==> src/rtl/dual_timer_map.vh <==
// register offsets, field positions, reset values and clock codes for the dual 8-bit timer
`ifndef DUAL_TIMER_MAP_VH
`define DUAL_TIMER_MAP_VH
// ----------------------------------------------------------------
// register byte offsets (axi4-lite, one aligned word each)
// ----------------------------------------------------------------
`define OFS_LOWER_CTRL 8'h00
`define OFS_UPPER_CTRL 8'h04
`define OFS_LOWER_CMP 8'h08
`define OFS_UPPER_CMP 8'h0c
`define OFS_LOWER_PWM 8'h10
`define OFS_UPPER_PWM 8'h14
`define OFS_COUNT 8'h18
`define OFS_SYS_CFG 8'h1c
`define OFS_IRQ_STATUS 8'h20
`define OFS_IRQ_MASK 8'h24
// ----------------------------------------------------------------
// control register fields: [7] flip-flop init, [6:4] clock, [3] start, [2:0] mode
// ----------------------------------------------------------------
`define CTRL_FF_BIT 7
`define CTRL_CK_HI 6
`define CTRL_CK_LO 4
`define CTRL_START_BIT 3
`define CTRL_MODE_HI 2
`define CTRL_MODE_LO 0
`define CTRL_RESET 8'h00
`define CMP_RESET 8'h00
// sys_cfg: [0] divider tap select, [1] slow/sleep power mode
`define CFG_TAP_BIT 0
`define CFG_SLOW_BIT 1
// ----------------------------------------------------------------
// mode codes and clock select codes
// ----------------------------------------------------------------
`define MODE_TIMER 3'h0
`define MODE_EVENT 3'h1
`define MODE_PDO 3'h2
`define MODE_PWM 3'h3
`define MODE_16_FLAG_BIT 2
`define CK_SLOWEST 3'h0
`define CK_DIV7 3'h1
`define CK_DIV5 3'h2
`define CK_DIV3 3'h3
`define CK_LOWF 3'h4
`define CK_HALF 3'h5
`define CK_FULL 3'h6
`define CK_PIN 3'h7
// ----------------------------------------------------------------
// prescaler exponents and default low-frequency ratio
// ----------------------------------------------------------------
`define EXP_SLOW_HF 11
`define EXP_DIV7 7
`define EXP_DIV5 5
`define EXP_DIV3 3
`define EXP_SLOW_LF 3
`define LOWF_RATIO_DEFAULT 305
`endif

==> src/rtl/dual_timer.v <==
// cascadable pair of 8-bit timer/counters with an axi4-lite register slave
`include "dual_timer_map.vh"
module dual_timer #(
  parameter LOWF_RATIO = `LOWF_RATIO_DEFAULT
)(
  input wire CLK,
  input wire RESET_N,
  input wire [7:0] AWADDR,
  input wire AWVALID,
  output reg AWREADY,
  input wire [31:0] WDATA,
  input wire [3:0] WSTRB,
  input wire WVALID,
  output reg WREADY,
  output reg [1:0] BRESP,
  output reg BVALID,
  input wire BREADY,
  input wire [7:0] ARADDR,
  input wire ARVALID,
  output reg ARREADY,
  output reg [31:0] RDATA,
  output reg [1:0] RRESP,
  output reg RVALID,
  input wire RREADY,
  input wire LOWER_COUNT_PIN,
  input wire UPPER_COUNT_PIN,
  output reg LOWER_FF_OUT,
  output reg UPPER_FF_OUT,
  output reg IRQ
);
  // ----------------------------------------------------------------
  // registers
  // ----------------------------------------------------------------
  reg [7:0] ctrl_reg [0:1];
  reg [7:0] cmp_reg [0:1];
  reg [7:0] pwm_reg [0:1];
  reg [7:0] cnt_reg [0:1];
  reg ff_reg [0:1];
  reg [1:0] cfg_reg;
  reg [1:0] status_reg;
  reg [1:0] mask_reg;
  reg [1:0] pin_d_reg;
  reg [11:0] pre_reg;
  reg [15:0] lowf_cnt_reg;
  reg [2:0] lowf_pre_reg;
  reg aw_got_reg;
  reg w_got_reg;
  reg [7:0] aw_addr_reg;
  reg [31:0] w_data_reg;
  reg [3:0] w_strb_reg;
  // ----------------------------------------------------------------
  // clock enables: high-frequency taps and low-frequency clock
  // ----------------------------------------------------------------
  wire lowf_tick = (lowf_cnt_reg == LOWF_RATIO[15:0] - 16'h0001);
  wire lowf_slow_tick = lowf_tick && (lowf_pre_reg == 3'h7);
  wire tap11 = (pre_reg[`EXP_SLOW_HF-1:0] == {`EXP_SLOW_HF{1'b1}});
  wire tap7 = (pre_reg[`EXP_DIV7-1:0] == {`EXP_DIV7{1'b1}});
  wire tap5 = (pre_reg[`EXP_DIV5-1:0] == {`EXP_DIV5{1'b1}});
  wire tap3 = (pre_reg[`EXP_DIV3-1:0] == {`EXP_DIV3{1'b1}});
  wire tap1 = pre_reg[0];
  wire slow_mode = cfg_reg[`CFG_SLOW_BIT];
  // slowest tap: hf/2^11 or lf/2^3 per tap select and power mode
  wire slowest = (cfg_reg[`CFG_TAP_BIT] || slow_mode) ? lowf_slow_tick : tap11;
  // the prescaler and lf divider free-run; a real lf crystal is modelled by a ratio
  always @(posedge CLK or negedge RESET_N)
  begin
    if (!RESET_N)
    begin
      pre_reg <= 12'h000;
      lowf_cnt_reg <= 16'h0000;
      lowf_pre_reg <= 3'h0;
    end
    else
    begin
      pre_reg <= pre_reg + 12'h001;
      lowf_cnt_reg <= lowf_tick ? 16'h0000 : lowf_cnt_reg + 16'h0001;
      if (lowf_tick)
        lowf_pre_reg <= lowf_pre_reg + 3'h1;
    end
  end
  // ----------------------------------------------------------------
  // per-timer clock select with legality gating
  // ----------------------------------------------------------------
  wire cascade = ctrl_reg[1][`CTRL_MODE_HI];
  wire [1:0] pin_fall = pin_d_reg & ~{UPPER_COUNT_PIN, LOWER_COUNT_PIN};
  wire [1:0] tick;
  wire [1:0] match;
  wire [1:0] running;
  // mode legality: illegal clock choices simply never tick
  function legal_ck;
    input [2:0] mode;
    input [2:0] ck;
    input slow;
    input is_cascade;
    begin
      legal_ck = 1'b0;
      if (is_cascade)
        legal_ck = slow ? (ck == `CK_SLOWEST || ck == `CK_PIN || ck == `CK_FULL ||
          ck == `CK_LOWF) : 1'b1;
      else if (mode == `MODE_EVENT)
        legal_ck = (ck == `CK_PIN);
      else if (mode == `MODE_PWM)
        legal_ck = slow ? (ck == `CK_SLOWEST || ck == `CK_LOWF) : (ck != `CK_PIN);
      else
        legal_ck = slow ? (ck == `CK_SLOWEST) : (ck <= `CK_DIV3);
    end
  endfunction
  function select_tick;
    input [2:0] ck;
    input s, t7, t5, t3, lf, t1, pin;
    begin
      case (ck)
        `CK_SLOWEST: select_tick = s;
        `CK_DIV7: select_tick = t7;
        `CK_DIV5: select_tick = t5;
        `CK_DIV3: select_tick = t3;
        `CK_LOWF: select_tick = lf;
        `CK_HALF: select_tick = t1;
        `CK_FULL: select_tick = 1'b1;
        default: select_tick = pin;
      endcase
    end
  endfunction
  // lower overflow feeds upper in cascade
  wire lower_wrap = tick[0] && (cnt_reg[0] == 8'hff);
  wire [15:0] cnt16 = {cnt_reg[1], cnt_reg[0]};
  wire [15:0] cmp16 = {cmp_reg[1], cmp_reg[0]};
  wire match16 = cascade && tick[0] && (cnt16 == cmp16 - 16'h0001);
  genvar g;
  generate
    for (g = 0; g < 2; g = g + 1)
    begin : chan
      wire [2:0] mode = ctrl_reg[g][`CTRL_MODE_HI:`CTRL_MODE_LO];
      wire [2:0] ck = ctrl_reg[g][`CTRL_CK_HI:`CTRL_CK_LO];
      wire raw = select_tick(ck, slowest, tap7, tap5, tap3, lowf_tick, tap1, pin_fall[g]);
      wire ok = legal_ck(mode, ck, slow_mode, g == 0 && cascade);
      // cascade: start from upper, clock from lower select
      assign running[g] = cascade ? ctrl_reg[1][`CTRL_START_BIT] :
        ctrl_reg[g][`CTRL_START_BIT];
      if (g == 1)
      begin : up
        assign tick[g] = running[g] && (cascade ? lower_wrap : raw && ok);
      end
      else
      begin : lo
        assign tick[g] = running[g] && raw && ok;
      end
      // compare against live register, unbuffered
      assign match[g] = cascade ? match16 :
        tick[g] && (mode != `MODE_PWM) && (cnt_reg[g] + 8'h01 == cmp_reg[g]);
    end
  endgenerate
  // ----------------------------------------------------------------
  // counters and output flip-flops
  // ----------------------------------------------------------------
  integer i;
  always @(posedge CLK or negedge RESET_N)
  begin
    if (!RESET_N)
    begin
      cnt_reg[0] <= 8'h00;
      cnt_reg[1] <= 8'h00;
      ff_reg[0] <= 1'b0;
      ff_reg[1] <= 1'b0;
      pin_d_reg <= 2'b00;
    end
    else
    begin
      pin_d_reg <= {UPPER_COUNT_PIN, LOWER_COUNT_PIN};
      for (i = 0; i < 2; i = i + 1)
      begin
        if (!running[i])
        begin
          cnt_reg[i] <= 8'h00;
          ff_reg[i] <= ctrl_reg[cascade ? 1 : i][`CTRL_FF_BIT];
        end
        else if (match[i])
        begin
          cnt_reg[i] <= 8'h00;
          if (ctrl_reg[i][2:0] != `MODE_TIMER)
            ff_reg[i] <= ~ff_reg[i];
        end
        else if (tick[i])
        begin
          cnt_reg[i] <= cnt_reg[i] + 8'h01;
          if (ctrl_reg[i][2:0] == `MODE_PWM && !cascade &&
            cnt_reg[i] + 8'h01 == pwm_reg[i])
            ff_reg[i] <= ~ff_reg[i];
          if (ctrl_reg[i][2:0] == `MODE_PWM && !cascade && cnt_reg[i] == 8'hff)
            ff_reg[i] <= ~ff_reg[i];
        end
      end
    end
  end
  // pwm overflow also raises the match interrupt
  wire [1:0] pwm_wrap;
  assign pwm_wrap[0] = !cascade && tick[0] && ctrl_reg[0][2:0] == `MODE_PWM &&
    cnt_reg[0] == 8'hff;
  assign pwm_wrap[1] = !cascade && tick[1] && ctrl_reg[1][2:0] == `MODE_PWM &&
    cnt_reg[1] == 8'hff;
  // in cascade only the upper interrupt fires
  wire [1:0] event_set = cascade ? {match16, 1'b0} : (match | pwm_wrap);
  // ----------------------------------------------------------------
  // axi4-lite slave: address and data in either order, one write at a time
  // ----------------------------------------------------------------
  wire do_write = aw_got_reg && w_got_reg && !BVALID;
  wire [31:0] wd = w_data_reg;
  wire wl = w_strb_reg[0];
  reg [31:0] rd_next;
  always @*
  begin
    rd_next = 32'h00000000;
    case (ARADDR)
      `OFS_LOWER_CTRL: rd_next = {24'h0, ctrl_reg[0]};
      `OFS_UPPER_CTRL: rd_next = {24'h0, ctrl_reg[1]};
      `OFS_LOWER_CMP: rd_next = {24'h0, cmp_reg[0]};
      `OFS_UPPER_CMP: rd_next = {24'h0, cmp_reg[1]};
      `OFS_LOWER_PWM: rd_next = {24'h0, pwm_reg[0]};
      `OFS_UPPER_PWM: rd_next = {24'h0, pwm_reg[1]};
      `OFS_COUNT: rd_next = {16'h0, cnt16};
      `OFS_SYS_CFG: rd_next = {30'h0, cfg_reg};
      `OFS_IRQ_STATUS: rd_next = {30'h0, status_reg};
      `OFS_IRQ_MASK: rd_next = {30'h0, mask_reg};
      default: rd_next = 32'h00000000;
    endcase
  end
  wire rd_hit = (ARADDR <= `OFS_IRQ_MASK) && (ARADDR[1:0] == 2'b00);
  wire wr_hit = (aw_addr_reg <= `OFS_IRQ_MASK) && (aw_addr_reg[1:0] == 2'b00);
  always @(posedge CLK or negedge RESET_N)
  begin
    if (!RESET_N)
    begin
      AWREADY <= 1'b0;
      WREADY <= 1'b0;
      BVALID <= 1'b0;
      BRESP <= 2'b00;
      ARREADY <= 1'b0;
      RVALID <= 1'b0;
      RRESP <= 2'b00;
      RDATA <= 32'h00000000;
      aw_got_reg <= 1'b0;
      w_got_reg <= 1'b0;
      aw_addr_reg <= 8'h00;
      w_data_reg <= 32'h00000000;
      w_strb_reg <= 4'h0;
      ctrl_reg[0] <= `CTRL_RESET;
      ctrl_reg[1] <= `CTRL_RESET;
      cmp_reg[0] <= `CMP_RESET;
      cmp_reg[1] <= `CMP_RESET;
      pwm_reg[0] <= `CMP_RESET;
      pwm_reg[1] <= `CMP_RESET;
      cfg_reg <= 2'b00;
      status_reg <= 2'b00;
      mask_reg <= 2'b00;
      LOWER_FF_OUT <= 1'b1;
      UPPER_FF_OUT <= 1'b1;
      IRQ <= 1'b0;
    end
    else
    begin
      AWREADY <= !aw_got_reg && !AWREADY && AWVALID;
      WREADY <= !w_got_reg && !WREADY && WVALID;
      if (AWVALID && AWREADY)
      begin
        aw_got_reg <= 1'b1;
        aw_addr_reg <= AWADDR;
      end
      if (WVALID && WREADY)
      begin
        w_got_reg <= 1'b1;
        w_data_reg <= WDATA;
        w_strb_reg <= WSTRB;
      end
      if (BVALID && BREADY)
        BVALID <= 1'b0;
      // status: hardware set wins over software clear
      status_reg <= event_set | status_reg;
      if (do_write)
      begin
        aw_got_reg <= 1'b0;
        w_got_reg <= 1'b0;
        BVALID <= 1'b1;
        BRESP <= wr_hit ? 2'b00 : 2'b10;
        if (wl)
        begin
          case (aw_addr_reg)
            `OFS_LOWER_CTRL: ctrl_reg[0] <= wd[7:0];
            `OFS_UPPER_CTRL: ctrl_reg[1] <= wd[7:0];
            `OFS_LOWER_CMP: cmp_reg[0] <= wd[7:0];
            `OFS_UPPER_CMP: cmp_reg[1] <= wd[7:0];
            `OFS_LOWER_PWM: pwm_reg[0] <= wd[7:0];
            `OFS_UPPER_PWM: pwm_reg[1] <= wd[7:0];
            `OFS_SYS_CFG: cfg_reg <= wd[1:0];
            `OFS_IRQ_STATUS: status_reg <= event_set | (status_reg & ~wd[1:0]);
            `OFS_IRQ_MASK: mask_reg <= wd[1:0];
            default: ;
          endcase
        end
      end
      // read: one cycle address accept, data next cycle
      ARREADY <= !ARREADY && !RVALID && ARVALID;
      if (ARVALID && ARREADY)
      begin
        RVALID <= 1'b1;
        RDATA <= rd_next;
        RRESP <= rd_hit ? 2'b00 : 2'b10;
      end
      else if (RVALID && RREADY)
        RVALID <= 1'b0;
      // pins show the inverse of the flip-flops
      LOWER_FF_OUT <= ~ff_reg[0];
      UPPER_FF_OUT <= ~ff_reg[1];
      IRQ <= |((event_set | status_reg) & mask_reg);
    end
  end
endmodule // dual_timer

==> config.mk <==
export PLATFORM = sky130hd
export DESIGN_NAME = dual_timer
export DESIGN_NICKNAME = d
export VERILOG_FILES = /design/src/rtl/dual_timer.v
export VERILOG_INCLUDE_DIRS = /design/src /design/src/rtl
export SDC_FILE = /design/constraint.sdc
export NUM_CORES = 1
export LEC_CHECK = 0
export ABC_AREA = 1
export ABC_CLOCK_PERIOD_IN_PS = 2200
export BUFFER_PORTS_ARGS = -buffer_cell sky130_fd_sc_hd__buf_2
export CORE_MARGIN = 2
export CORE_UTILIZATION = 30
export DETAILED_ROUTE_END_ITERATION = 7
export PLACE_DENSITY = 0.58
export SLEW_MARGIN = 20
export SYNTH_ARGS = -nofsm -noshare
export SYNTH_HDL_FRONTEND = slang
export SYNTH_SLANG_ARGS = --single-unit
==> constraint.sdc <==
create_clock -name CLK -period 2.2 [get_ports CLK]
set_input_delay 0.44 -clock CLK [delete_from_list [all_inputs] [get_ports CLK]]
set_output_delay 0.44 -clock CLK [all_outputs]
set_load 0.05 [all_outputs]
; ---- Word level (Yosys, flattened, before mapping)
; Index checks and enable logic that the tools add are counted.
[classes]
addsub = 6
magnitude_cmp = 5
n_eq_ne = 58
mux = 55
bitwise_logic = 11
n_reduce_logical = 76
[op_table]
columns = operator, count
row1 = 16-bit one-hot mux with 10 select lines, 1
row2 = 8-bit two-way mux, 9
row3 = 8-bit by 5-bit equality test with 1-bit output (second input constant), 7
row4 = 1-bit logical AND, 39
row5 = 1-bit two-way mux, 36
row6 = 8-bit by 4-bit equality test with 1-bit output (second input constant), 4
row7 = 8-bit by 6-bit equality test with 1-bit output (second input constant), 4
row8 = 8-bit equality test, 4
row9 = 32-bit by 2-bit greater-or-equal comparator with 1-bit output (second input constant), 1
row10 = 1-bit NOT with 32-bit output, 1
row11 = 3-bit equality test (second input constant), 10
row12 = 3-bit AND reduction, 10
row13 = 3-bit by 2-bit equality test with 1-bit output (second input constant), 6
row14 = 16-bit by 1-bit adder with 16-bit output (second input constant), 1
row15 = 8-bit by 1-bit adder with 8-bit output (second input constant), 2
row16 = 16-bit equality test, 1
row17 = 16-bit by 9-bit equality test with 1-bit output (second input constant), 1
row18 = 8-bit by 3-bit equality test with 1-bit output (second input constant), 2
row19 = 8-bit equality test (second input constant), 2
row20 = 8-bit by 6-bit <= comparator with 1-bit output (second input constant), 2
row21 = 8-bit logical NOT, 2
row22 = 16-bit two-way mux, 1
row23 = 16-bit by 1-bit subtractor with 16-bit output (second input constant), 1
row24 = 1-bit one-hot mux with 7 select lines, 2
row25 = other kinds (24), 62
[word_totals]
regBits = 168
input_bits = 61
output_inout_bits = 44
elab_cells = 244

; ---- Logic depth before layout (Yosys ltp)
; Gate-level depths: netlist of the first run.
[depth]
ltp_word = 19
ltp_mapped = 19
ltp_nobuf = 19

; ---- Least setup slack after synthesis of the first run
; Ideal clock, no wire load.
[synth_path]
path_kind = register -> register
start = reg pre_reg[0]
end = reg ff_reg[0] (netlist name)
setup_time_ns = 0.117
arrival_time_ns = 1.923
required_ns = 2.083
setup_slack_ns = 0.160
path_stages_with_launch = 17
n_path_buf = 0
synth_period_minus_slack_ns = 2.040
path_cell_list = dfrtp_1 > ha_1 > nand3_1 > inv_1 > ha_1 > nand2_1 > o21ai_0 > inv_1 > nand3_1 > inv_1 > nand2_2 > nand3_1 > nand2_4 > inv_1 > nand3_4 > nand4_1 > nand2_1
[synth_via]
elab_chain_cells = 13
elab_cells_between_ends = 24
classes_between = 7 x eq/ne / 7 x mux / 10 x reduce/logical
[synth_lines]
columns = item, line_no
row1 = start: declaration, dual_timer.v:43  ; reg [11:0] pre_reg;
row2 = start signal: assignment, dual_timer.v:75  ; pre_reg <= pre_reg + 12'h001;
row3 = 11-bit equality test, dual_timer.v:56  ; wire tap11 = (pre_reg[`EXP_SLOW_HF-1:0] == {`EXP_SLOW_HF{1'b1}});
row4 = 1-bit two-way mux, dual_timer.v:63  ; wire slowest = (cfg_reg[`CFG_TAP_BIT] || slow_mode) ? lowf_slow_tick : tap11;
row5 = 1-bit one-hot mux with 7 select lines, dual_timer.v:112  ; case (ck)
row6 = 1-bit logical AND (2 in series), dual_timer.v:146  ; assign tick[g] = running[g] && raw && ok;
row7 = 1-bit logical AND, dual_timer.v:125  ; wire lower_wrap = tick[0] && (cnt_reg[0] == 8'hff);
row8 = 1-bit two-way mux, dual_timer.v:142  ; assign tick[g] = running[g] && (cascade ? lower_wrap : raw && ok);
row9 = 1-bit logical AND, dual_timer.v:142
row10 = 1-bit logical AND (2 in series), dual_timer.v:150  ; tick[g] && (mode != `MODE_PWM) && (cnt_reg[g] + 8'h01 == cmp_reg[g]);
row11 = 1-bit two-way mux, dual_timer.v:149  ; assign match[g] = cascade ? match16 :
row12 = 4-bit by 1-bit != test with 1-bit output (no source line) (tied with other cells), n/a
row13 = 3-bit AND reduction (no source line) or 1-bit two-way mux (tied branches), n/a
row14 = end signal: indexed assignment, dual_timer.v:175  ; ff_reg[i] <= ctrl_reg[cascade ? 1 : i][`CTRL_FF_BIT];
row15 = end signal: indexed assignment, dual_timer.v:181  ; ff_reg[i] <= ~ff_reg[i];
row16 = end signal: indexed assignment, dual_timer.v:188  ; ff_reg[i] <= ~ff_reg[i];
row17 = end: declaration, dual_timer.v:38  ; reg ff_reg [0:1];
; Several ways; a longest one is shown, not always the timed one.
; A chain may end at the register's enable or synchronous reset.

; ---- Final worst setup path of the first run
[layout_path]
start = reg cmp_reg (netlist bit cmp16[2])
end = reg status_reg[0]
[layout_via]
elab_chain_cells = 10
elab_cells_between_ends = 13
classes_between = 1 x add/sub / 2 x eq/ne / 5 x mux / 3 x bitwise / 2 x reduce/logical
[layout_lines]
columns = item, line_no
row1 = start: declaration, dual_timer.v:35  ; reg [7:0] cmp_reg [0:1];
row2 = 16-bit by 1-bit subtractor with 16-bit output, dual_timer.v:128  ; wire match16 = cascade && tick[0] && (cnt16 == cmp16 - 16'h0001);
row3 = 16-bit equality test, dual_timer.v:128
row4 = 1-bit logical AND, dual_timer.v:128
row5 = 1-bit two-way mux (*), dual_timer.v:149
row6 = 2-bit bitwise OR (*), dual_timer.v:202  ; wire [1:0] event_set = cascade ? {match16, 1'b0} : (match | pwm_wrap);
row7 = 2-bit two-way mux (*), dual_timer.v:202
row8 = 2-bit bitwise OR (on tied branches), "dual_timer.v:277, dual_timer.v:294"
row9 = 2-bit two-way mux, dual_timer.v:286  ; case (aw_addr_reg)
row10 = 2-bit two-way mux, dual_timer.v:284  ; if (wl)
row11 = 2-bit two-way mux (*), dual_timer.v:278  ; if (do_write)
row12 = end signal: assignment, dual_timer.v:277  ; status_reg <= event_set | status_reg;
row13 = end signal: assignment, dual_timer.v:294  ; `OFS_IRQ_STATUS: status_reg <= event_set | (status_reg & ~wd[1:0]);
row14 = end: declaration, dual_timer.v:40  ; reg [1:0] status_reg;
; Mark *: on every way between the ends. The rest lies on a longest branch, timed or not.

==> flow_summary.json, run 1 <==
{
  "outcome": "complete, no violations",
  "crit_fanout": 6,
  "final.period_utilization": 0.993,
  "cts_tree": "built",
  "ys_types": 50,
  "ir_drop_uv": 524,
  "criticalPathCategory": "reg -> reg",
  "track_usage": 0.168,
  "nets": 1338,
  "core_um2": 28000,
  "max_slew.worst_pin.slew_ns": 0.596,
  "yosys.area.top_type_share": 0.428,
  "cp.arrival_ns": 2.56,
  "dr.first_iter.drc_count": 693,
  "final-setup-viol-count": 0,
  "synth_edf_count": 0,
  "synth-seq-area-share": 0.434,
  "synth_seq_cells": 149,
  "finalMaxSlewViolations": 0,
  "hold_class": "in -> reg",
  "layout_commonest_cell": "nand2_1",
  "wl_um": 25100,
  "p_leak_nw": 5.03,
  "end_kind": "flop",
  "areaGrowthSynthToFinish_pct": 22.6,
  "maxSlewHeadroom": 0.597,
  "start_util": 0.307,
  "synthTopCellsByArea": "dfrtp_1 43%, nand2_1 14%, inv_1 6.9%",
  "grt_pass1_wl_um": 40300,
  "power_mw": 9.04,
  "drive_above_1_share": 0.193,
  "place.port_buffers": 59,
  "async_flop_share": 1.00,
  "clock_path_buffers": 2,
  "cp-start-kind": "flop",
  "r2r_end": "status_reg[0]",
  "r2r_cells": 14,
  "power_density_nw_per_um2": 858,
  "hold_depth": 1,
  "die_x_um": 173,
  "htree_levels": 4,
  "cts_buffers": 17,
  "hpwl_um": 19000,
  "clock_latency_ns": 0.44,
  "finalHoldViolations": 0,
  "first_global_vias": 7489,
  "grt_max_degree": 55,
  "grt_overflow": 0,
  "antenna_found_initial": 1,
  "row_count": 61,
  "synth_largest_area_cell": "dfrtp_1",
  "holdPathEnd": "pin_d_reg[1]",
  "fmax_ghz": 0.458,
  "reg2reg_from": "cmp16[2]",
  "io_pins": 105,
  "cts_root_buf": "clkbuf_16",
  "rrSetupSlack_ns": 0.01,
  "finClkSkew_ns": 0.0128,
  "layout_common_cells": "313 x nand2_1, 149 x inv_1, 145 x dfrtp_1, 101 x o21ai_0, 76 x nand3_1",
  "routabilityCongestion": 0.963,
  "synth_warnings": 0,
  "drt_drc_violations_left": 0,
  "drv_cap": 0,
  "setup-tns-final_ns": 0,
  "ant_nets": 0,
  "cp.required_ns": 2.57,
  "drt_pass1_iterations": 7,
  "min_period_ns": 2.19,
  "synth_top_flop_cell": "dfrtp_1",
  "avgSynthCellArea_um2": 7.50,
  "cts_sinks": 149,
  "rsz0062_at_grt": "yes",
  "die-area_um2": 30000,
  "viasPerCell": 4.77,
  "clk_pin_slew_ns": 0.07,
  "via_count": 7913,
  "wl_per_cell_um": 15.1,
  "die_h_um": 173,
  "synth_cells": 1146,
  "hp-start": "UPPER_COUNT_PIN",
  "syn-cell-area_um2": 8590
}
[synth_stat cells (all sizes together) (2+ instances only)]
master	n
ha	10
nand3	92
nor4	7
nor2	104
inv	163
buf	23
a221oi	4
dfstp	2
a21oi	24
nand2	328
nand3b	5
nor3b	5
xor2	22
xnor2	14
clkbuf	13
nand4	19
o22ai	11
o21ai	116
dfrtp	147
o2111ai	2
and3	2
nor3	19
[stage by stage]
step	setup WS (ns)	cells	instance area, um2	utilization	hold slack (ns)
detailed placement	0.00308	1619	9640	0.344	0.314
CTS	0.00283	1652	10200	0.366	0.140
finish	0.0148	1659	10500	0.376	0.143
floorplan	0.160	1163	8650	-	0.144
global placement	0.0114	1619	9640	0.344	0.312
global route	-0.149	1659	10500	0.376	0.137
[logic make-up (layout without fill, tap and decap cells)]
logic type / count (synthesis) / in the layout / synth area share
AOI/OAI and AO/OA: 168 / 168 / 0.107
xor gates and xnor gates: 36 / 36 / 0.0367
adders and majority gates: 10 / 10 / 0.0146
buffers and inverters: 200 / 317 / 0.0977
DFF: 149 / 149 / 0.434
other: 1 / 19 / 0.000437
and+or+nand+nor: 582 / 582 / 0.309
[timing repair]
item                                   4_1_cts  5_1_grt
gates resized for setup                      3       60
buffers inserted                             0        6
pin swaps                                    0       26
setup endpoints to repair                   10       23
endpoints found under the hold margin       19        0
hold buffers                                 1        0
[layer usage]
metal | share of wire | up-vias | global-route usage | routed length (um)
met3 | 0.061 | 35 | 0.0303 | 1540
met2 | 0.45 | 238 | 0.263 | 11400
met4 | 0.017 | 0 | 0.0477 | 438
li1 | - | 3913 | - | -
met1 | 0.47 | 3727 | 0.239 | 11800
met5 | 0 | - | 0 | 0
[worst max-delay path: stages (launching register included)]
cell and delay, ns:
dfrtp_1 0.49, nor2_4 0.19, nand3_4 0.11, nor2_4 0.20, nand3_2 0.10, nand2_1 0.07
o21ai_1 0.06, nor2_1 0.19, nand2_2 0.09, nor2_4 0.13, nand2_4 0.11, nand3b_1 0.14
nand2_2 0.07, buf_4 0.13, nand2_1 0.04
[area by class of cell]
type                       instances  area (um2)
multi-input combinational        814        4290
clock inverter                    15         159
fill                            2926       17500
antenna                            1        2.50
sequential                       149        3730
inverter                         164         627
clock buffer                      17         425
tap                              378         473
timing repair buffer             121         822
[how the worst max path moves through the flow]
stage	depth (start not counted)	endpoint	start	slack, ns
final	14	status_reg[0]	cmp16[2]	0.01
after global routing	17	ff_reg[1]	pre_reg[1]	-0.15
after floorplan	16	ff_reg[0]	pre_reg[0]	0.16
after global placement	13	cnt16[3]	cmp16[0]	0.01
after detailed placement	13	cnt16[7]	cmp16[0]	0.003
after CTS	17	cnt16[7]	pre_reg[0]	0.003
[where the power goes]
part / switching, mW / internal [mW]
logic: 1.86 / 0.821
registers: 0.314 / 3.11
clock network: 1.33 / 1.60
total: 3.50 / 5.53
Power figures use the tool's default switching activity.
==> inputs of run 2 (changes only) <==
--- a/config.mk
+++ b/config.mk
@@ -11,8 +11,9 @@
 export BUFFER_PORTS_ARGS = -buffer_cell sky130_fd_sc_hd__buf_2
 export CORE_MARGIN = 2
 export CORE_UTILIZATION = 30
+export CTS_CLUSTER_DIAMETER = 60
 export DETAILED_ROUTE_END_ITERATION = 7
-export PLACE_DENSITY = 0.58
+export PLACE_DENSITY_LB_ADDON = 0.15
 export SLEW_MARGIN = 20
 export SYNTH_ARGS = -nofsm -noshare
 export SYNTH_HDL_FRONTEND = slang
==> run 2 against run 1 <==
Compared with the run above:
- sequential power is essentially flat
- combinational power is 4% higher
- routed wire length is 3.3% higher
- fmax grew 3.2%
- clock power about the same
- clock-buffer cell count up 1
- clock skew barely moved
- register-to-register slack gained 0.07 ns
- via count decreased by 2.0%
- global-route usage is 0.95 points higher
- first-iteration DRC count is 26% lower
- final area grew 1.5%
- critical endpoint is now cnt16[8]
- largest cell class unchanged
==> flow_summary.json, run 2 (synthesis gave the netlist of run 1 again) <==
{
  "layout_commonest_cell": "nand2_1",
  "row_count": 61,
  "cp.arrival_ns": 2.43,
  "crit_fanout": 6,
  "drv_cap": 0,
  "finalHoldViolations": 0,
  "final.period_utilization": 0.962,
  "drt_pass1_iterations": 6,
  "viasPerCell": 4.61,
  "switchingPower_mw": 3.50,
  "design_area_um2": 10700,
  "criticalPathCategory": "reg -> reg",
  "io_pins": 105,
  "maxSlewHeadroom": 0.631,
  "clock_path_buffers": 2,
  "place_area_um2": 9810,
  "seqCellArea_um2": 3730,
  "critPathTopFamily": "simple AND/OR/NAND/NOR gates",
  "fmax_ghz": 0.472,
  "clock_latency_ns": 0.43,
  "max_slew.worst_pin.slew_ns": 0.552,
  "areaGrowthSynthToFinish_pct": 24.4,
  "drt_drc_violations_left": 0,
  "slowest_stage": "dfrtp_1",
  "place.port_buffers": 59,
  "ir_drop_uv": 596,
  "cts_sinks": 149,
  "grt_pass1_wl_um": 41700,
  "track_usage": 0.178,
  "dr.first_iter.drc_count": 516,
  "wl_per_cell_um": 15.4,
  "rsz0062_at_grt": "yes",
  "fillers": 2933,
  "ant_nets": 0,
  "fin_util": 0.382,
  "die_h_um": 173,
  "cts_buffers": 17,
  "multi_input_area_um2": 4280,
  "p_seq_frac": 0.374,
  "grt_max_degree": 49,
  "finClkSkew_ns": 0.0128,
  "clockPowerShare": 0.321,
  "first_global_vias": 7571,
  "cp-start-kind": "flop",
  "hold_class": "in -> reg",
  "dpl.cell_count": 1640,
  "sw_frac_of_total": 0.384,
  "cp.required_ns": 2.51,
  "drive_above_1_share": 0.210,
  "combPwrFrac": 0.305,
  "worst-path-buf-inv": 3,
  "p_int_mw": 5.61,
  "min_period_ns": 2.12,
  "antenna_cells": 0,
  "nets": 1361,
  "start_util": 0.307,
  "cts_root_buf": "clkbuf_16",
  "finalMaxSlewViolations": 0,
  "cpPeakStageDelay_ns": 0.40,
  "clk_pin_slew_ns": 0.07,
  "antenna_found_initial": 0,
  "hpwl_um": 20100,
  "cts_tree": "built",
  "end_kind": "flop",
  "via_count": 7755,
  "die-area_um2": 30000,
  "final-setup-viol-count": 0,
  "finalWorstSetupSlack_ns": 0.0829,
  "stdcell_count": 1681,
  "worstPathCellList": "buf_6 -> nor2_4 -> nand3_4 -> buf_4 -> nand2_1 -> nand2_1 -> nor2_1 -> nand3_1 -> nor2_2 -> nand2_2 -> nor2_4 -> nand2_4 -> buf_4 -> nand3_2 -> o21ai_1",
  "die_x_um": 173,
  "p_leak_nw": 5.12,
  "layout_common_cells": "312 x nand2_1, 148 x inv_1, 144 x dfrtp_1, 99 x o21ai_0, 78 x nand3_1",
  "outcome": "complete, no violations",
  "place_ws_ns": -0.0151,
  "wl_um": 26000,
  "core_um2": 28000,
  "htree_levels": 4,
  "routabilityCongestion": 0.898,
  "grt_overflow": 0,
  "power_density_nw_per_um2": 853
}
-- run 2: path summary, 6_finish.rpt --
path / end / depth (start not counted) / start / slack (ns)
max: cnt16[8] / 15 / cmp16[1] / 0.08
min: pin_d_reg[1] / 1 / UPPER_COUNT_PIN / 0.15
max reg2reg: cnt16[8] / 15 / cmp16[1] / 0.08
min reg2reg: UPPER_FF_OUT / 1 / ff_reg[0] / 0.43
max in group asynchronous: LOWER_FF_OUT / 3 / RESET_N / 1.05
min in group asynchronous: pre_reg[2] / 2 / RESET_N / 0.53
-- run 2: metrics by stage --
step / TNS [ns] / power, mW / hold slack, ns
floorplan: 0 / 5.17 / 0.144
global placement: -0.144 / 6.06 / 0.425
detailed placement: -0.0899 / 6.09 / 0.415
CTS: 0 / 9.07 / 0.136
global route: -0.468 / 9.71 / 0.131
finish: 0 / 9.12 / 0.153
-- run 2: worst reg2reg max path, delay by kind of cell (launching register included) --
family,cells,cell delay [ns]
compound gates,1,0.07
buf+inv,3,0.46
flops,1,0.40
simple gates,11,1.09
-- run 2: final cells by class --
type | count | share of cell area
multi-input combinational | 815 | 0.401
sequential | 149 | 0.349
tap | 378 | 0.0443
inverter | 164 | 0.0585
timing repair buffer | 143 | 0.0920
clock inverter | 14 | 0.0137
clock buffer | 18 | 0.0411
-- run 2: power by group through the flow --
| stage | sequential, mW | combinational [mW] | clock, mW |
|---|---|---|---|
| global route | 3.47 | 3.13 | 3.11 |
| finish | 3.41 | 2.78 | 2.92 |
| global placement | 3.45 | 2.62 | 0 |
| floorplan | 3.52 | 1.65 | 0 |
| detailed placement | 3.45 | 2.64 | 0 |
| CTS | 3.41 | 2.66 | 3.01 |
-- run 2: repair_timing --
action | 4_1_cts | 5_1_grt
endpoints found under the hold margin | 41 | 0
cloned | 0 | 1
hold buffers | 1 | 0
gates resized for setup | 1 | 62
pin swaps | 0 | 19
setup endpoints to repair | 10 | 22
setup buffers | 0 | 7
-- run 2: layer usage --
layer | global-route usage | part of all wire | up-vias
met5 | 0 | 0 | -
met1 | 0.254 | 0.49 | 3624
met2 | 0.284 | 0.46 | 158
met3 | 0.0243 | 0.035 | 23
met4 | 0.0459 | 0.015 | 0
li1 | - | - | 3950
==> inputs of run 3 (changes only) <==
--- a/config.mk
+++ b/config.mk
@@ -7,12 +7,13 @@
 export NUM_CORES = 1
 export LEC_CHECK = 0
 export ABC_AREA = 1
-export ABC_CLOCK_PERIOD_IN_PS = 2200
+export ABC_CLOCK_PERIOD_IN_PS = 2100
 export BUFFER_PORTS_ARGS = -buffer_cell sky130_fd_sc_hd__buf_2
 export CORE_MARGIN = 2
 export CORE_UTILIZATION = 30
 export CTS_CLUSTER_DIAMETER = 60
 export DETAILED_ROUTE_END_ITERATION = 7
+export GPL_TIMING_DRIVEN = 0
 export PLACE_DENSITY_LB_ADDON = 0.15
 export SLEW_MARGIN = 20
 export SYNTH_ARGS = -nofsm -noshare
==> constraint.sdc (replaced) <==
create_clock -name CLK -period 2.1 [get_ports CLK]
set_input_delay 0.42 -clock CLK [delete_from_list [all_inputs] [get_ports CLK]]
set_output_delay 0.42 -clock CLK [all_outputs]
set_load 0.05 [all_outputs]
==> run 3 against run 2 <==
Compared with the run above:
- power increased by 3.5%
- global-route usage is 0.17 points higher
- critical path type unchanged
- utilization is 0.48 points lower
- fmax down 4.0%
- sequential power increased by 6%
- clock power rose by 3%
- first-iteration DRC count is 5.4% higher
- combinational power rose by 2%
- the run now ends with negative setup slack left
- highest routed layer unchanged
==> flow_summary.json, run 3 (synthesis gave the netlist of run 1 again) <==
{
  "areaGrowthSynthToFinish_pct": 22.8,
  "htree_levels": 4,
  "grt_overflow": 0,
  "cpPeakStageDelay_ns": 0.38,
  "wl_um": 26200,
  "die_x_um": 173,
  "clock_latency_ns": 0.43,
  "via_count": 7727,
  "hp-start": "UPPER_COUNT_PIN",
  "final-setup-viol-count": 21,
  "end_kind": "flop",
  "violations": "negative setup slack",
  "slowest_stage": "dfrtp_1",
  "wl_per_cell_um": 15.8,
  "drive_above_1_share": 0.203,
  "crit_path_frequent_cell": "nand2_1",
  "cts_tree": "built",
  "setup-tns-final_ns": -0.907,
  "grt.busiest_layer": "met2",
  "r2r_cells": 18,
  "row_count": 61,
  "use_met3": 0.0294,
  "finalWorstSetupSlack_ns": -0.106,
  "layout_commonest_cell": "nand2_1",
  "sw_frac_of_total": 0.382,
  "track_usage": 0.180,
  "layout_common_cells": "309 x nand2_1, 150 x inv_1, 143 x dfrtp_1, 100 x o21ai_0, 75 x nand3_1",
  "holdPathEnd": "pin_d_reg[1]",
  "die_h_um": 173,
  "cts_sinks": 149,
  "antenna_found_initial": 0,
  "core_um2": 28000,
  "rrSetupSlack_ns": -0.11,
  "clock_path_buffers": 2,
  "p_seq_frac": 0.381,
  "gr-usage-met1": 0.250,
  "min_period_ns": 2.21,
  "r2r_end": "IRQ",
  "grtUsageMet2": 0.289,
  "antenna_cells": 0,
  "crit_fanout": 5,
  "clk_pin_slew_ns": 0.06,
  "switchingPower_mw": 3.61,
  "combPwrFrac": 0.301,
  "ir_drop_uv": 533,
  "critPathTopFamily": "simple AND/OR/NAND/NOR gates",
  "worstPathCellList": "inv_2 -> ha_4 -> inv_2 -> nand2_2 -> nand3_2 -> nor2_2 -> nand2_1 -> nor2_2 -> nand3_1 -> nor2_2 -> nand2_2 -> nor2_4 -> nand2_4 -> nand3b_1 -> nand2_1 -> nand2_1 -> nand2_1 -> nand2_2",
  "clockPowerShare": 0.319,
  "power_density_nw_per_um2": 895,
  "outcome": "finished with violations",
  "grt_pass1_wl_um": 42000,
  "ant_nets": 0,
  "p_leak_nw": 4.95,
  "place_area_um2": 9460,
  "p_int_mw": 5.83,
  "hpwl_um": 19700,
  "cp-start-kind": "flop",
  "io_pins": 105,
  "viasPerCell": 4.66,
  "die-area_um2": 30000,
  "max_slew.worst_pin.slew_ns": 0.664,
  "cp.arrival_ns": 2.57,
  "worst-path-buf-inv": 2,
  "rsz0062_at_grt": "yes",
  "dr.first_iter.drc_count": 544,
  "cp.required_ns": 2.47,
  "routabilityCongestion": 0.914,
  "design_area_um2": 10600,
  "drt_pass1_iterations": 6,
  "finalMaxSlewViolations": 0,
  "first_global_vias": 7567,
  "start_util": 0.307,
  "grt_max_degree": 89,
  "finalHoldViolations": 0,
  "hold_depth": 1,
  "reg2reg_from": "cmp16[1]",
  "final.period_utilization": 1.05,
  "finClkSkew_ns": 0.0128,
  "drt_drc_violations_left": 0,
  "criticalPathCategory": "reg -> reg",
  "place.port_buffers": 59,
  "cts_buffers": 17,
  "hold_class": "in -> reg",
  "drv_cap": 0,
  "fmax_ghz": 0.453,
  "maxSlewHeadroom": 0.553,
  "cts_root_buf": "clkbuf_16",
  "nets": 1339
}
run 3: changes by cell type in the layout (fill, tap and decap cells not counted), moves of 4 or more:
cell and delta:
buf_4 -33, clkbuf_1 +12, a21oi_1 -7, a21oi_2 +7, nor2_2 +6, nor2_1 -5
nor3_1 -4
run 3: metal layers:
| metal | wire length (um) | vias to the layer above |
|---|---|---|
| met2 | 12000 | 172 |
| met5 | 0 | - |
| met4 | 432 | 0 |
| met1 | 12700 | 3619 |
| li1 | - | 3915 |
| met3 | 1100 | 21 |
run 3: worst max-delay path by stage:
stage	depth (start not counted)	from	endpoint	slack [ns]
finish	18	cmp16[1]	IRQ	-0.11
global route	18	cmp16[1]	IRQ	-0.25
CTS	18	pre_reg[0]	IRQ	-0.07
detailed placement	8	ARADDR[1]	RDATA[11]	-0.54
global placement	1	RESET_N	RVALID	-1.85
floorplan	16	pre_reg[0]	ff_reg[0]	0.06
run 3: power by group through the flow:
stage | logic (mW) | registers, mW | clock network [mW]
after floorplan | 1.73 | 3.68 | 0
after global placement | 2.66 | 3.63 | 0
after detailed placement | 2.68 | 3.63 | 0
after CTS | 2.76 | 3.58 | 3.08
after global routing | 3.18 | 3.65 | 3.21
final | 2.84 | 3.60 | 3.01
run 3: metrics by stage:
stage | setup WS (ns) | power [mW] | util | hold WS [ns] | cells
2_1_floorplan | 0.0595 | 5.42 | - | 0.124 | 1163
3_3_place_gp | -1.85 | 6.29 | 0.336 | 0.426 | 1600
3_5_place_dp | -0.541 | 6.32 | 0.338 | 0.403 | 1601
4_1_cts | -0.0681 | 9.43 | 0.369 | 0.110 | 1650
5_1_grt | -0.251 | 10.0 | 0.377 | 0.106 | 1657
6_report | -0.106 | 9.44 | 0.377 | 0.121 | 1657
run 3: timing repair:
| action | CTS | global route |
|---|---|---|
| gates resized for setup | 49 | 38 |
| pin swaps | 22 | 18 |
| buffers inserted | 18 | 9 |
| endpoints found under the setup margin | 43 | 67 |
| hold buffers | 1 | 0 |
| hold endpoints to repair | 60 | 0 |
run 3: layout make-up:
type                    count  area [um2]
flip-flops and latches    149        3740
fillers                  3011       17500
plain buffers              34         219
multi-input cells         814        4370
well taps                 378         473
repair buffers             88         562
inverters                 164         631
clock buffers              18         429
clock inverters            12         131
